### config.mk
export PLATFORM = sky130hd
export DESIGN_NAME = shfs_top
export DESIGN_NICKNAME = d
export VERILOG_FILES = /design/src/shfs_pkg.sv /design/src/shfs_top.sv
export SDC_FILE = /design/constraint.sdc
export NUM_CORES = 1
export LEC_CHECK = 0
export BUFFER_PORTS_ARGS = -buffer_cell sky130_fd_sc_hd__buf_4
export CAP_MARGIN = 5
export CORE_ASPECT_RATIO = 1.25
export CORE_MARGIN = 2
export CORE_UTILIZATION = 41
export DETAILED_ROUTE_END_ITERATION = 10
export PLACE_DENSITY = 0.67
export SETUP_SLACK_MARGIN = 0.02
export SYNTH_ARGS = -nofsm -noshare
export SYNTH_HDL_FRONTEND = slang
export SYNTH_SLANG_ARGS = --single-unit
### constraint.sdc
create_clock -name clk -period 3.47 [get_ports clk]
set_input_delay 0.694 -clock clk [delete_from_list [all_inputs] [get_ports clk]]
set_output_delay 0.694 -clock clk [all_outputs]
set_load 0.02 [all_outputs]
### src/shfs_pkg.sv
// Constants, field layouts and carrier types of the system handler block
package shfs_pkg;
   // Register byte offsets on the register bus
   localparam logic [7:0] OFS_PRIO3 = 8'h00;
   localparam logic [7:0] OFS_CTRL = 8'h04;
   localparam logic [7:0] OFS_FSR = 8'h08;
   localparam logic [7:0] OFS_FAR = 8'h0C;
   localparam logic [7:0] OFS_IRQ_STAT = 8'h10;
   localparam logic [7:0] OFS_IRQ_MASK = 8'h14;
   // Priority word fields
   localparam int TICK_PRIO_LSB = 24;
   localparam int CALL_PRIO_LSB = 16;
   // Handler control and state word fields
   localparam int USG_ENA_BIT = 18;
   localparam int BUS_ENA_BIT = 17;
   localparam int MEM_ENA_BIT = 16;
   localparam int SVC_PEND_BIT = 15;
   localparam int BUS_PEND_BIT = 14;
   localparam int MEM_PEND_BIT = 13;
   localparam int USG_PEND_BIT = 12;
   localparam int TICK_ACT_BIT = 11;
   localparam int CALL_ACT_BIT = 10;
   localparam int MON_ACT_BIT = 8;
   localparam int SVC_ACT_BIT = 7;
   localparam int USG_ACT_BIT = 3;
   localparam int BUS_ACT_BIT = 1;
   localparam int MEM_ACT_BIT = 0;
   localparam logic [31:0] CTRL_IMPL_MASK = 32'h0007FD8B;
   // Fault status word fields
   localparam int FETCH_VIOL_BIT = 0;
   localparam int DATA_VIOL_BIT = 1;
   localparam int UNSTACK_BIT = 3;
   localparam int STACK_BIT = 4;
   localparam int LAZY_FP_BIT = 5;
   localparam int ADDR_VALID_BIT = 7;
   // Interrupt status and mask fields
   localparam int IRQ_W = 6;
   localparam int IRQ_ESCALATE_BIT = 5;
   // Values after reset
   localparam logic [31:0] RESET_WORD = 32'h00000000;
   // System exception numbers seen on entry and return
   localparam logic [3:0] EXC_MEM = 4'h4;
   localparam logic [3:0] EXC_BUS = 4'h5;
   localparam logic [3:0] EXC_USG = 4'h6;
   localparam logic [3:0] EXC_SVC = 4'hB;
   localparam logic [3:0] EXC_MON = 4'hC;
   localparam logic [3:0] EXC_CALL = 4'hE;
   localparam logic [3:0] EXC_TICK = 4'hF;
   // Bus response codes
   localparam logic [1:0] RESP_OKAY = 2'h0;
   localparam logic [1:0] RESP_DECERR = 2'h3;
   // Fault events from the core, one cycle each
   typedef struct packed {
      logic fetch_viol;
      logic data_viol;
      logic unstack_viol;
      logic stack_viol;
      logic lazy_fp_viol;
      logic bus_fault;
      logic usage_fault;
      logic [31:0] data_addr;
      logic [31:0] fault_pc;
   } shfs_fault_evt_t;
   // Exception entry, return and service call events
   typedef struct packed {
      logic svc_request;
      logic entry_valid;
      logic [3:0] entry_num;
      logic return_valid;
      logic [3:0] return_num;
   } shfs_exc_evt_t;
   // Fault routing toward the exception logic
   typedef struct packed {
      logic hard_fault;
      logic mem_fault;
      logic bus_fault;
      logic usage_fault;
   } shfs_route_t;
   // Stacking directions toward the stacking logic
   typedef struct packed {
      logic pc_valid;
      logic [31:0] pc;
      logic adjust_sp;
      logic keep_frame;
      logic new_save;
   } shfs_stack_t;
endpackage

### src/shfs_top.sv
// System handler state, priorities and memory fault status with bus slave
`timescale 1ns/1ps
// Function
// - Hold tick and deferred-call priority bytes
// - Enable bits for usage, bus, memory faults
// - Disabled fault handler escalates to hard fault
// - Report pending bits for four exceptions
// - Software write sets pending bits directly
// - Report active bits of system handlers
// - Software write changes active bits
// - Fetch from non-executable location flags violation
// - Fetch violation captures no fault address
// - Stacked return pc points at faulting instruction
// - Data violation flags and captures attempted address
// - Unstacking fault keeps frame, no save, no address
// - Stacking fault still adjusts sp, no address
// - Lazy floating-point save fault sets flag
// - Address valid only while address is valid
module shfs_top #(
   parameter int PRIO_BITS = 4
) (
   // Clock and reset
   input wire logic clk,
   input wire logic rst,
   // Register bus write address
   input wire logic s_axi_awvalid,
   output logic s_axi_awready,
   input wire logic [7:0] s_axi_awaddr,
   input wire logic [2:0] s_axi_awprot,
   // Register bus write data
   input wire logic s_axi_wvalid,
   output logic s_axi_wready,
   input wire logic [31:0] s_axi_wdata,
   input wire logic [3:0] s_axi_wstrb,
   // Register bus write response
   output logic s_axi_bvalid,
   input wire logic s_axi_bready,
   output logic [1:0] s_axi_bresp,
   // Register bus read address
   input wire logic s_axi_arvalid,
   output logic s_axi_arready,
   input wire logic [7:0] s_axi_araddr,
   input wire logic [2:0] s_axi_arprot,
   // Register bus read data
   output logic s_axi_rvalid,
   input wire logic s_axi_rready,
   output logic [31:0] s_axi_rdata,
   output logic [1:0] s_axi_rresp,
   // Core events
   input wire shfs_pkg::shfs_fault_evt_t fault_evt,
   input wire shfs_pkg::shfs_exc_evt_t exc_evt,
   // Core directions
   output shfs_pkg::shfs_route_t fault_route,
   output shfs_pkg::shfs_stack_t stack_ctl,
   output logic [7:0] tick_handler_priority,
   output logic [7:0] deferred_call_priority,
   output logic [31:0] handler_state,
   // Interrupt
   output logic irq
);
   import shfs_pkg::*;

   // Write channel states, gray along idle-address-response
   typedef enum logic [1:0] {
      WS_IDLE = 2'b00,
      WS_HAVE_ADDR = 2'b01,
      WS_RESP = 2'b11,
      WS_HAVE_DATA = 2'b10
   } shfs_wstate_t;

   // Merge written bytes into an old word under byte strobes
   function automatic logic [31:0] merge_bytes(input logic [31:0] old_w,
      input logic [31:0] new_w, input logic [3:0] strb);
      logic [31:0] res;
      res = old_w;
      for (int i = 0; i < 4; i++) begin
         if (strb[i]) begin
            res[i*8 +: 8] = new_w[i*8 +: 8];
         end
      end
      return res;
   endfunction

   // Active bit of a system exception number
   function automatic logic [31:0] active_mask(input logic [3:0] num);
      logic [31:0] m;
      m = RESET_WORD;
      case (num)
         EXC_MEM: m[MEM_ACT_BIT] = 1'b1;
         EXC_BUS: m[BUS_ACT_BIT] = 1'b1;
         EXC_USG: m[USG_ACT_BIT] = 1'b1;
         EXC_SVC: m[SVC_ACT_BIT] = 1'b1;
         EXC_MON: m[MON_ACT_BIT] = 1'b1;
         EXC_CALL: m[CALL_ACT_BIT] = 1'b1;
         EXC_TICK: m[TICK_ACT_BIT] = 1'b1;
         default: m = RESET_WORD;
      endcase
      return m;
   endfunction

   // Pending bit of a system exception number
   function automatic logic [31:0] pending_mask(input logic [3:0] num);
      logic [31:0] m;
      m = RESET_WORD;
      case (num)
         EXC_MEM: m[MEM_PEND_BIT] = 1'b1;
         EXC_BUS: m[BUS_PEND_BIT] = 1'b1;
         EXC_USG: m[USG_PEND_BIT] = 1'b1;
         EXC_SVC: m[SVC_PEND_BIT] = 1'b1;
         default: m = RESET_WORD;
      endcase
      return m;
   endfunction

   // Register storage
   logic [PRIO_BITS-1:0] tick_prio_reg; // Implemented tick priority bits
   logic [PRIO_BITS-1:0] call_prio_reg; // Implemented call priority bits
   logic [31:0] ctrl_reg; // Handler control and state word
   logic [7:0] fsr_reg; // Memory fault status byte
   logic [31:0] far_reg; // Memory fault address
   logic [IRQ_W-1:0] irq_stat_reg; // Sticky event bits
   logic [IRQ_W-1:0] irq_mask_reg; // Event enables

   // Bus slave state
   shfs_wstate_t wstate_reg;
   logic [7:0] waddr_reg; // Held write address
   logic [31:0] wdata_reg; // Held write data
   logic [3:0] wstrb_reg; // Held write strobes
   logic rvalid_reg; // Read data outstanding
   logic [31:0] rdata_reg; // Read data
   logic [1:0] rresp_reg; // Read response

   // Decoded internal strobes
   logic wr_fire; // Write applied this cycle
   logic wr_hit; // Write address is mapped
   logic [31:0] wr_word; // Full write data
   logic [31:0] prio_word; // Priority word as read
   logic [31:0] fsr_word; // Fault status word as read
   logic mem_evt; // Any memory management fault
   logic [31:0] ctrl_hw_set; // Hardware pending and active sets
   logic [31:0] ctrl_hw_clr; // Hardware pending and active clears
   logic [7:0] fsr_set; // Hardware fault flag sets
   logic [IRQ_W-1:0] irq_evt; // Interrupt events

   // Assembled read views
   assign prio_word = {tick_prio_reg, {(8-PRIO_BITS){1'b0}},
      call_prio_reg, {(8-PRIO_BITS){1'b0}}, 16'h0000};
   assign fsr_word = {24'h000000, fsr_reg};

   // Write address channel ready while no address held
   assign s_axi_awready = (wstate_reg == WS_IDLE) ||
      (wstate_reg == WS_HAVE_DATA);
   // Write data channel ready while no data held
   assign s_axi_wready = (wstate_reg == WS_IDLE) ||
      (wstate_reg == WS_HAVE_ADDR);
   assign s_axi_bvalid = (wstate_reg == WS_RESP);
   // Response from the held address, settled as soon as bvalid rises
   assign s_axi_bresp = wr_hit ? RESP_OKAY : RESP_DECERR;
   assign s_axi_arready = !rvalid_reg;
   assign s_axi_rvalid = rvalid_reg;
   assign s_axi_rdata = rdata_reg;
   assign s_axi_rresp = rresp_reg;

   // Write channel sequencing, address and data in either order
   always_ff @(posedge clk) begin
      if (rst) begin
         wstate_reg <= WS_IDLE;
         waddr_reg <= 8'h00;
         wdata_reg <= 32'h00000000;
         wstrb_reg <= 4'h0;
      end else begin
         if (s_axi_awvalid && s_axi_awready) begin
            waddr_reg <= s_axi_awaddr;
         end
         if (s_axi_wvalid && s_axi_wready) begin
            wdata_reg <= s_axi_wdata;
            wstrb_reg <= s_axi_wstrb;
         end
         case (wstate_reg)
            WS_IDLE: begin
               // Both together, or one of them first
               if (s_axi_awvalid && s_axi_wvalid) begin
                  wstate_reg <= WS_RESP;
               end else if (s_axi_awvalid) begin
                  wstate_reg <= WS_HAVE_ADDR;
               end else if (s_axi_wvalid) begin
                  wstate_reg <= WS_HAVE_DATA;
               end
            end
            WS_HAVE_ADDR: begin
               if (s_axi_wvalid) begin
                  wstate_reg <= WS_RESP;
               end
            end
            WS_HAVE_DATA: begin
               if (s_axi_awvalid) begin
                  wstate_reg <= WS_RESP;
               end
            end
            WS_RESP: begin
               if (s_axi_bready) begin
                  wstate_reg <= WS_IDLE;
               end
            end
            default: wstate_reg <= WS_IDLE;
         endcase
      end
   end

   // Write applied in the cycle after both halves are held
   logic wr_pending_reg; // Held pair not yet applied
   always_ff @(posedge clk) begin
      if (rst) begin
         wr_pending_reg <= 1'b0;
      end else begin
         wr_pending_reg <= (wstate_reg != WS_RESP) &&
            (((wstate_reg == WS_IDLE) && s_axi_awvalid && s_axi_wvalid) ||
            ((wstate_reg == WS_HAVE_ADDR) && s_axi_wvalid) ||
            ((wstate_reg == WS_HAVE_DATA) && s_axi_awvalid));
      end
   end
   assign wr_fire = wr_pending_reg;
   assign wr_word = wdata_reg;

   // Write address decode
   always_comb begin
      if (waddr_reg[7:2] == OFS_PRIO3[7:2]) begin
         wr_hit = 1'b1;
      end else if (waddr_reg[7:2] == OFS_CTRL[7:2]) begin
         wr_hit = 1'b1;
      end else if (waddr_reg[7:2] == OFS_FSR[7:2]) begin
         wr_hit = 1'b1;
      end else if (waddr_reg[7:2] == OFS_FAR[7:2]) begin
         wr_hit = 1'b1;
      end else if (waddr_reg[7:2] == OFS_IRQ_STAT[7:2]) begin
         wr_hit = 1'b1;
      end else if (waddr_reg[7:2] == OFS_IRQ_MASK[7:2]) begin
         wr_hit = 1'b1;
      end else begin
         wr_hit = 1'b0;
      end
   end

   // Read channel, data one cycle after the address is taken
   always_ff @(posedge clk) begin
      if (rst) begin
         rvalid_reg <= 1'b0;
         rdata_reg <= RESET_WORD;
         rresp_reg <= RESP_OKAY;
      end else if (s_axi_arvalid && s_axi_arready) begin
         rvalid_reg <= 1'b1;
         rresp_reg <= RESP_OKAY;
         if (s_axi_araddr[7:2] == OFS_PRIO3[7:2]) begin
            rdata_reg <= prio_word;
         end else if (s_axi_araddr[7:2] == OFS_CTRL[7:2]) begin
            rdata_reg <= ctrl_reg;
         end else if (s_axi_araddr[7:2] == OFS_FSR[7:2]) begin
            rdata_reg <= fsr_word;
         end else if (s_axi_araddr[7:2] == OFS_FAR[7:2]) begin
            rdata_reg <= far_reg;
         end else if (s_axi_araddr[7:2] == OFS_IRQ_STAT[7:2]) begin
            rdata_reg <= {{(32-IRQ_W){1'b0}}, irq_stat_reg};
         end else if (s_axi_araddr[7:2] == OFS_IRQ_MASK[7:2]) begin
            rdata_reg <= {{(32-IRQ_W){1'b0}}, irq_mask_reg};
         end else begin
            // Unmapped address answers zero with decode error
            rdata_reg <= RESET_WORD;
            rresp_reg <= RESP_DECERR;
         end
      end else if (s_axi_rready) begin
         rvalid_reg <= 1'b0;
      end
   end

   // Priority fields, only upper bits stored, low bits read zero
   always_ff @(posedge clk) begin
      if (rst) begin
         tick_prio_reg <= '0;
         call_prio_reg <= '0;
      end else if (wr_fire && (waddr_reg[7:2] == OFS_PRIO3[7:2])) begin
         if (wstrb_reg[3]) begin
            tick_prio_reg <= wr_word[31 -: PRIO_BITS];
         end
         if (wstrb_reg[2]) begin
            call_prio_reg <= wr_word[23 -: PRIO_BITS];
         end
      end
   end

   // Any memory management fault event
   assign mem_evt = fault_evt.fetch_viol | fault_evt.data_viol |
      fault_evt.unstack_viol | fault_evt.stack_viol |
      fault_evt.lazy_fp_viol;

   // Hardware sets and clears of pending and active bits
   always_comb begin
      ctrl_hw_set = RESET_WORD;
      ctrl_hw_clr = RESET_WORD;
      // Enabled faults become pending, disabled ones escalate
      ctrl_hw_set[MEM_PEND_BIT] = mem_evt && ctrl_reg[MEM_ENA_BIT];
      ctrl_hw_set[BUS_PEND_BIT] = fault_evt.bus_fault &&
         ctrl_reg[BUS_ENA_BIT];
      ctrl_hw_set[USG_PEND_BIT] = fault_evt.usage_fault &&
         ctrl_reg[USG_ENA_BIT];
      ctrl_hw_set[SVC_PEND_BIT] = exc_evt.svc_request;
      // Entry makes a handler active and ends its pending state
      if (exc_evt.entry_valid) begin
         ctrl_hw_set = ctrl_hw_set | active_mask(exc_evt.entry_num);
         ctrl_hw_clr = pending_mask(exc_evt.entry_num);
      end
      // Return ends the active state
      if (exc_evt.return_valid) begin
         ctrl_hw_clr = ctrl_hw_clr | active_mask(exc_evt.return_num);
      end
   end

   // Control word: software writes values, hardware sets win
   always_ff @(posedge clk) begin
      if (rst) begin
         ctrl_reg <= RESET_WORD;
      end else if (wr_fire && (waddr_reg[7:2] == OFS_CTRL[7:2])) begin
         // Written pending and active bits take the value
         ctrl_reg <= (merge_bytes(ctrl_reg, wr_word, wstrb_reg) &
            CTRL_IMPL_MASK) | ctrl_hw_set;
      end else begin
         // Entry, return and fault events
         ctrl_reg <= ((ctrl_reg & ~ctrl_hw_clr) | ctrl_hw_set) &
            CTRL_IMPL_MASK;
      end
   end

   // Fault flag sets from the core
   always_comb begin
      fsr_set = 8'h00;
      fsr_set[FETCH_VIOL_BIT] = fault_evt.fetch_viol;
      fsr_set[DATA_VIOL_BIT] = fault_evt.data_viol;
      fsr_set[UNSTACK_BIT] = fault_evt.unstack_viol;
      fsr_set[STACK_BIT] = fault_evt.stack_viol;
      fsr_set[LAZY_FP_BIT] = fault_evt.lazy_fp_viol;
      fsr_set[ADDR_VALID_BIT] = fault_evt.data_viol;
   end

   // Fault status byte, write one to clear, set wins
   always_ff @(posedge clk) begin
      if (rst) begin
         fsr_reg <= 8'h00;
      end else if (wr_fire && (waddr_reg[7:2] == OFS_FSR[7:2]) &&
         wstrb_reg[0]) begin
         fsr_reg <= (fsr_reg & ~wr_word[7:0]) | fsr_set;
      end else if (wr_fire && (waddr_reg[7:2] == OFS_FAR[7:2]) &&
         !fault_evt.data_viol) begin
         // Overwritten address is no longer a fault address
         fsr_reg <= (fsr_reg & ~(8'h01 << ADDR_VALID_BIT)) | fsr_set;
      end else begin
         fsr_reg <= fsr_reg | fsr_set;
      end
   end

   // Fault address, captured only for data violations
   always_ff @(posedge clk) begin
      if (rst) begin
         far_reg <= RESET_WORD;
      end else if (fault_evt.data_viol) begin
         far_reg <= fault_evt.data_addr;
      end else if (wr_fire && (waddr_reg[7:2] == OFS_FAR[7:2])) begin
         far_reg <= merge_bytes(far_reg, wr_word, wstrb_reg);
      end
      // Fetch, stacking and unstacking faults leave it
   end

   // Fault routing toward exception entry
   always_ff @(posedge clk) begin
      if (rst) begin
         fault_route <= '0;
      end else begin
         // Disabled handler turns the fault into a hard fault
         fault_route.hard_fault <= (mem_evt && !ctrl_reg[MEM_ENA_BIT]) ||
            (fault_evt.bus_fault && !ctrl_reg[BUS_ENA_BIT]) ||
            (fault_evt.usage_fault &&
            !ctrl_reg[USG_ENA_BIT]);
         fault_route.mem_fault <= mem_evt && ctrl_reg[MEM_ENA_BIT];
         fault_route.bus_fault <= fault_evt.bus_fault &&
            ctrl_reg[BUS_ENA_BIT];
         fault_route.usage_fault <= fault_evt.usage_fault &&
            ctrl_reg[USG_ENA_BIT];
      end
   end

   // Stacking directions for the stacking logic
   always_ff @(posedge clk) begin
      if (rst) begin
         stack_ctl <= '0;
      end else begin
         // Return address is the faulting instruction
         stack_ctl.pc_valid <= fault_evt.fetch_viol || fault_evt.data_viol;
         stack_ctl.pc <= (fault_evt.fetch_viol || fault_evt.data_viol) ?
            fault_evt.fault_pc : stack_ctl.pc;
         // Stacking fault still moves the stack pointer
         stack_ctl.adjust_sp <= fault_evt.stack_viol &&
            !fault_evt.unstack_viol;
         // Unstacking fault keeps the old frame, no save
         stack_ctl.keep_frame <= fault_evt.unstack_viol;
         stack_ctl.new_save <= mem_evt && !fault_evt.unstack_viol;
      end
   end

   // Interrupt events, one per fault flag except address valid, plus escalation
   assign irq_evt = {(mem_evt && !ctrl_reg[MEM_ENA_BIT]) ||
      (fault_evt.bus_fault && !ctrl_reg[BUS_ENA_BIT]) ||
      (fault_evt.usage_fault && !ctrl_reg[USG_ENA_BIT]),
      fsr_set[LAZY_FP_BIT], fsr_set[STACK_BIT], fsr_set[UNSTACK_BIT],
      fsr_set[DATA_VIOL_BIT], fsr_set[FETCH_VIOL_BIT]};

   // Sticky interrupt status, write one to clear, set wins
   always_ff @(posedge clk) begin
      if (rst) begin
         irq_stat_reg <= '0;
      end else if (wr_fire && (waddr_reg[7:2] == OFS_IRQ_STAT[7:2]) &&
         wstrb_reg[0]) begin
         irq_stat_reg <= (irq_stat_reg & ~wr_word[IRQ_W-1:0]) | irq_evt;
      end else begin
         irq_stat_reg <= irq_stat_reg | irq_evt;
      end
   end

   // Interrupt mask
   always_ff @(posedge clk) begin
      if (rst) begin
         irq_mask_reg <= '0;
      end else if (wr_fire && (waddr_reg[7:2] == OFS_IRQ_MASK[7:2]) &&
         wstrb_reg[0]) begin
         irq_mask_reg <= wr_word[IRQ_W-1:0];
      end
   end

   // Level interrupt while any unmasked status bit is set
   always_ff @(posedge clk) begin
      if (rst) begin
         irq <= 1'b0;
      end else begin
         irq <= |((irq_stat_reg | irq_evt) & irq_mask_reg);
      end
   end

   // Handler state and priorities toward the core
   assign tick_handler_priority = prio_word[31:24];
   assign deferred_call_priority = prio_word[23:16];
   assign handler_state = ctrl_reg;

endmodule

== Word level (Yosys, flattened, before mapping) ==
Index checks and enable logic that the tools add are counted.
Storage, ports and cells
  bits in registers: 215
  word-level logic and storage cells: 224
  output and inout bits: 130
  input bits: 147
Operators by class
  reduce and logical (&&, ||, !) cells: 58
  equality and inequality tests: 32
  bitwise operators: 21
  muxes and demuxes: 84
Operators with widths (count)
  $mux 32: 7
  $mux 8: 12
  $mux 1: 38
  $mux 19: 2
  $eq 4x4->1 const B: 8
  $or 16x32->32: 1
  $or 19x32->32: 1
  $logic_and 1x1->1: 27
  $mux 2: 13
  $eq 4x3->1 const B: 6
  $eq 6x2->1 const B: 4
  $eq 6x3->1 const B: 4
  $mux 20: 1
  $and 19x19->19: 1
  $not 19->19: 1
  $or 16x19->19: 1
  $or 19x19->19: 1
  $mux 6: 3
  $mux 16: 1
  $or 8x8->8: 2
  $mux 3: 5
  $and 6x6->6: 2
  $eq 6x1->1 const B: 2
  $logic_not 6->1: 2
  other kinds (22): 50

== Longest topological paths before layout ==
  word-level depth: 10
  depth in mapped cells: 8

== Worst setup path before layout ==
No wires, ideal clock.
  path type: input-to-reg
  start point: in s_axi_araddr[7]
  end point: reg rdata_reg[3], in the netlist s_axi_rdata[3]
  path buffers: 1
  data arrival time: 1.968 ns
  path slack: 1.445 ns
  cell stages on the path: 5
  path through: or4_4 buf_6 nor4_4 a22o_1 a21o_1
Between the ends
  cells in the longest elaborated chain, start to end: 7
  elaborated cells between the ends (all ways): 12
  classes of those cells: eq/ne: 5; mux: 6; reduce/logical: 1
RTL lines
  start, declared: line shfs_top.sv:42  | input wire logic [7:0] s_axi_araddr,
  $eq 6x3->1: line shfs_top.sv:263  | end else if (s_axi_araddr[7:2] == OFS_IRQ_MASK[7:2]) begin
  $mux 6: line shfs_top.sv:263
  $mux 6: line shfs_top.sv:261  | end else if (s_axi_araddr[7:2] == OFS_IRQ_STAT[7:2]) begin
  $mux 32: line shfs_top.sv:259  | end else if (s_axi_araddr[7:2] == OFS_FAR[7:2]) begin
  $mux 32: line shfs_top.sv:257  | end else if (s_axi_araddr[7:2] == OFS_FSR[7:2]) begin
  $mux 32: line shfs_top.sv:255  | end else if (s_axi_araddr[7:2] == OFS_CTRL[7:2]) begin
  $mux 32 *: line shfs_top.sv:253  | if (s_axi_araddr[7:2] == OFS_PRIO3[7:2]) begin
  end signal, assigned: line shfs_top.sv:254  | rdata_reg <= prio_word;
  end signal, assigned: line shfs_top.sv:256  | rdata_reg <= ctrl_reg;
  end signal, assigned: line shfs_top.sv:258  | rdata_reg <= fsr_word;
  end, declared: line shfs_top.sv:130  | logic [31:0] rdata_reg;
Every way passes the cells marked *; elsewhere a longest branch is shown, timed or not.
A chain may end at the register's enable or synchronous reset.

== Worst setup path after layout ==
  start point: reg wstate_reg[0]
  end point: out s_axi_wready
Between the ends
  cells in the longest elaborated chain, start to end: 2
  elaborated cells between the ends (all ways): 3
  classes of those cells: eq/ne: 1; reduce/logical: 2
RTL lines
  start, declared: line shfs_top.sv:125  | shfs_wstate_t wstate_reg;
  start signal, assigned: line shfs_top.sv:167  | wstate_reg <= WS_IDLE;
  start signal, assigned: line shfs_top.sv:183  | wstate_reg <= WS_RESP;
  start signal, assigned: line shfs_top.sv:185  | wstate_reg <= WS_HAVE_ADDR;
  $eq 2x1->1 or $logic_not 2->1 (tied branches): line shfs_top.sv:155, shfs_top.sv:154
  $logic_or 1x1->1 *: line shfs_top.sv:154  | assign s_axi_wready = (wstate_reg == WS_IDLE) ||
  end, declared: line shfs_top.sv:32  | output logic s_axi_wready,
Marks and branches as above.

==> summary.md <==
| Metric | Value |
|---|---|
| LEAKAGE | 4.75 nW |
| Crit-path slowest cell | dfxtp_1 |
| Area Overhead vs Synth | 29.3% |
| Hold_buf cts | 0 |
| CP arrival | 1.68 ns |
| Max clock buf depth | 2 |
| Initial antenna violation count | 0 |
| DP Wirelength | 18.3 mm |
| Largest reg by FF count | stack_ctl |
| Clock skew | 0.00709 ns |
| # H-tree levels | 4 |
| Layout Nets | 1315 |
| Mapped Cells | 961 |
| Fin Setup TNS | 0 ns |
| Fraction of layout cells with a size suffix above 1 | 25.7% |
| Synth Cell Area | 0.00824 mm^2 |
| Pwr dens | 526 mW/mm^2 |
| Final Hold Vio Count | 0 |
| Clock input transition at the sequential cells of the worst setup and hold paths | 0.07 ns |
| Die Ht | 163 um |
| Rows | 58 |
| Area post-placement | 0.0101 mm^2 |
| CP Data Required Time | 2.78 ns |
| Min cycle time layout | 2.37 ns |
| Max-slew headroom | 39.5% |
| PortBufs | 240 |
| # resized after CTS | 0 |
| Most common cell after layout, fill and taps aside | buf_4 |
| Outcome | complete, no violations |
| WL final | 25.1 mm |
| DR vias | 7670 |
| Peak supply drop | 346 uV |
| Design area | 0.0107 mm^2 |
| Post-synth EDFFs | 0 |
| Yosys warnings | 0 |
| Vias per cell | 5.30 |
| Design Power | 5.61 mW |
| Final critical-path share of the clock period | 68.4% |
| CP Cell Sequence | inv_1 -> ha_1 -> or2_2 -> buf_4 |
| Antenna cells | 0 |
| Starting Density | 41.3% |
| Core Region | 0.0200 mm^2 |
| Synth Area per Inst | 8.57 um^2 |
| Part of the Yosys area used for sequential elements | 47.1% |
| Primary FF master, synth | dfxtp_1 |
| Setup WS pre-CTS | 1.10 ns |
| Global route total overflow | 0 |
| Pin count of the biggest net entering global routing | 100 |
| Worst hold path class | flip-flop to flip-flop |
| Gpl congestion | 0.848 |
| Synth unique cells | 60 |
| Clk_lat worst skew | 0.44 ns |
| Worst Tran Pin Value | 0.900 ns |
| Drc violations | 0 |
| Setup bufs post-CTS | 0 |
| RSZ-0062 raised after global routing | no |
| Final setup viols | 0 |
| Seq cells post-synth | 194 |
| Vias in the first global route | 7174 |
| Most frequent cells in the layout | buf_4 (251), dfxtp_1 (194), nand2_1 (152) |
| Asr flop ratio synth | 0% |
| CTS root buf | clkbuf_16 |
| Die area | 0.0213 mm^2 |
| CP Max Fanout | 7 |
| GR Util All Layers | 23.4% |
| Num CTS Buffers | 17 |
| Max-cap violations | 0 |
| CP endpoint kind | output pin |
| Critical path class | flip-flop to output pin |
| Fmax achieved | 421 MHz |
| Die X | 131 um |
| 1st-iter DRT viols | 618 |
| Setup crit start kind | flip-flop |
| WL per Instance | 17.3 um |
| Max reg flops | 36 |
| Clock Sinks | 194 |
| # IOs | 277 |
| DR pass1 iterations | 8 |
| Slew Viols, Final | 0 |
| Slack of the critical path | 1.10 ns |
| Final ANT Viol Nets | 0 |
| Max stage delay on crit path | 0.38 ns |
| CTS tree | built |
| First-pass GRT wire length | 38.2 mm |
==> report_power, final <==
part           switching [mW]  internal (mW)  leakage [nW]
Combinational           0.659          0.461          2.88
Clock                   0.960          0.952         0.270
Sequential              0.168           2.41          1.59
Total                    1.79           3.82          4.75
==> area by class of cell <==
class,instances,area (um^2)
Timing Repair Buffer,252,1900
Clock inverter,15,143
Sequential cell,194,3880
Tap cell,270,338
Clock buffer,17,425
Inverter,50,188
Fill cell,1918,9300
Multi-Input combinational cell,649,3780
==> stage by stage <==
| step | hold WS (ns) | util, % | instances |
|---|---|---|---|
| after floorplan | 0.424 | - | 986 |
| after global placement | 0.433 | 50.6 | 1415 |
| after detailed placement | 0.441 | 50.6 | 1415 |
| after CTS | 0.454 | 53.4 | 1447 |
| after global routing | 0.455 | 53.4 | 1447 |
| final | 0.451 | 53.4 | 1447 |
==> worst max-delay path, delay by kind of cell (launching register included) <==
kind | cells | cell delay, ns
flip-flops | 1 | 0.38
buffers and inverters | 2 | 0.25
adder cells (fa/ha/maj) | 1 | 0.28
AND/OR/NAND/NOR | 1 | 0.35
==> final timing paths <==
kind | startpoint | to | slack [ns] | cells past startpoint
worst max-delay path | wstate_reg[0]$_SDFFE_PP0P_ | s_axi_wready | 1.10 | 4
worst min-delay path | fsr_reg[6]$_SDFFE_PP0P_ | fsr_reg[6]$_SDFFE_PP0P_ | 0.45 | 2
worst max register to register | waddr_reg[3]$_SDFFE_PP0P_ | far_reg[24]$_SDFFE_PP0P_ | 1.33 | 4
worst min register to register | fsr_reg[6]$_SDFFE_PP0P_ | fsr_reg[6]$_SDFFE_PP0P_ | 0.45 | 2
==> kinds of logic (layout without fill, tap and decap cells) <==
group / Yosys count / count (layout) / synth area share (%)
simple gates: 366 / 366 / 21.2
flops: 194 / 194 / 47.1
other cells: 1 / 26 / 0.0455
compound gates: 209 / 209 / 17.5
fa+ha+maj: 4 / 4 / 0.607
buf+inv: 143 / 334 / 8.12
mux: 44 / 44 / 5.39
==> per-layer routing <==
metal	routed length [um]	up-vias	track usage, %
met5	0	-	0
met4	594	0	8.03
met3	1800	41	5.45
met2	12800	273	42.0
met1	9920	3598	26.9
li1	-	3758	-
==> Yosys cell counts (3+ instances only) <==
| cell type | number | area, um^2 |
|---|---|---|
| o31ai_1 | 3 | 22.5 |
| a211oi_1 | 15 | 113 |
| buf_1 | 3 | 11.3 |
| mux2i_1 | 41 | 410 |
| o21ai_0 | 7 | 35.0 |
| o22ai_1 | 7 | 43.8 |
| inv_1 | 49 | 184 |
| a221oi_1 | 8 | 70.1 |
| nand2b_1 | 10 | 62.6 |
| buf_4 | 28 | 210 |
| nand4b_1 | 6 | 52.6 |
| nor2_1 | 67 | 251 |
| and3b_1 | 3 | 26.3 |
| nand3b_1 | 5 | 37.5 |
| nor4_1 | 3 | 18.8 |
| a22oi_1 | 15 | 113 |
| a31oi_1 | 8 | 50.1 |
| mux2_2 | 3 | 33.8 |
| and2_1 | 3 | 18.8 |
| o211ai_1 | 7 | 52.6 |
| clkbuf_1 | 52 | 195 |
| buf_2 | 8 | 40.0 |
| nor2b_1 | 5 | 31.3 |
| a222oi_1 | 9 | 90.1 |
| ha_1 | 4 | 50.1 |
| and3_1 | 7 | 43.8 |
| nand4_1 | 4 | 25.0 |
| a21oi_1 | 86 | 430 |
| nand2_1 | 152 | 571 |
| dfxtp_1 | 194 | 3880 |
| a2111oi_1 | 24 | 240 |
| nand3_1 | 19 | 95.1 |
| or2_2 | 5 | 31.3 |
| a311oi_1 | 8 | 70.1 |
| nor3_1 | 63 | 315 |
(Power assumes the default switching activity.)
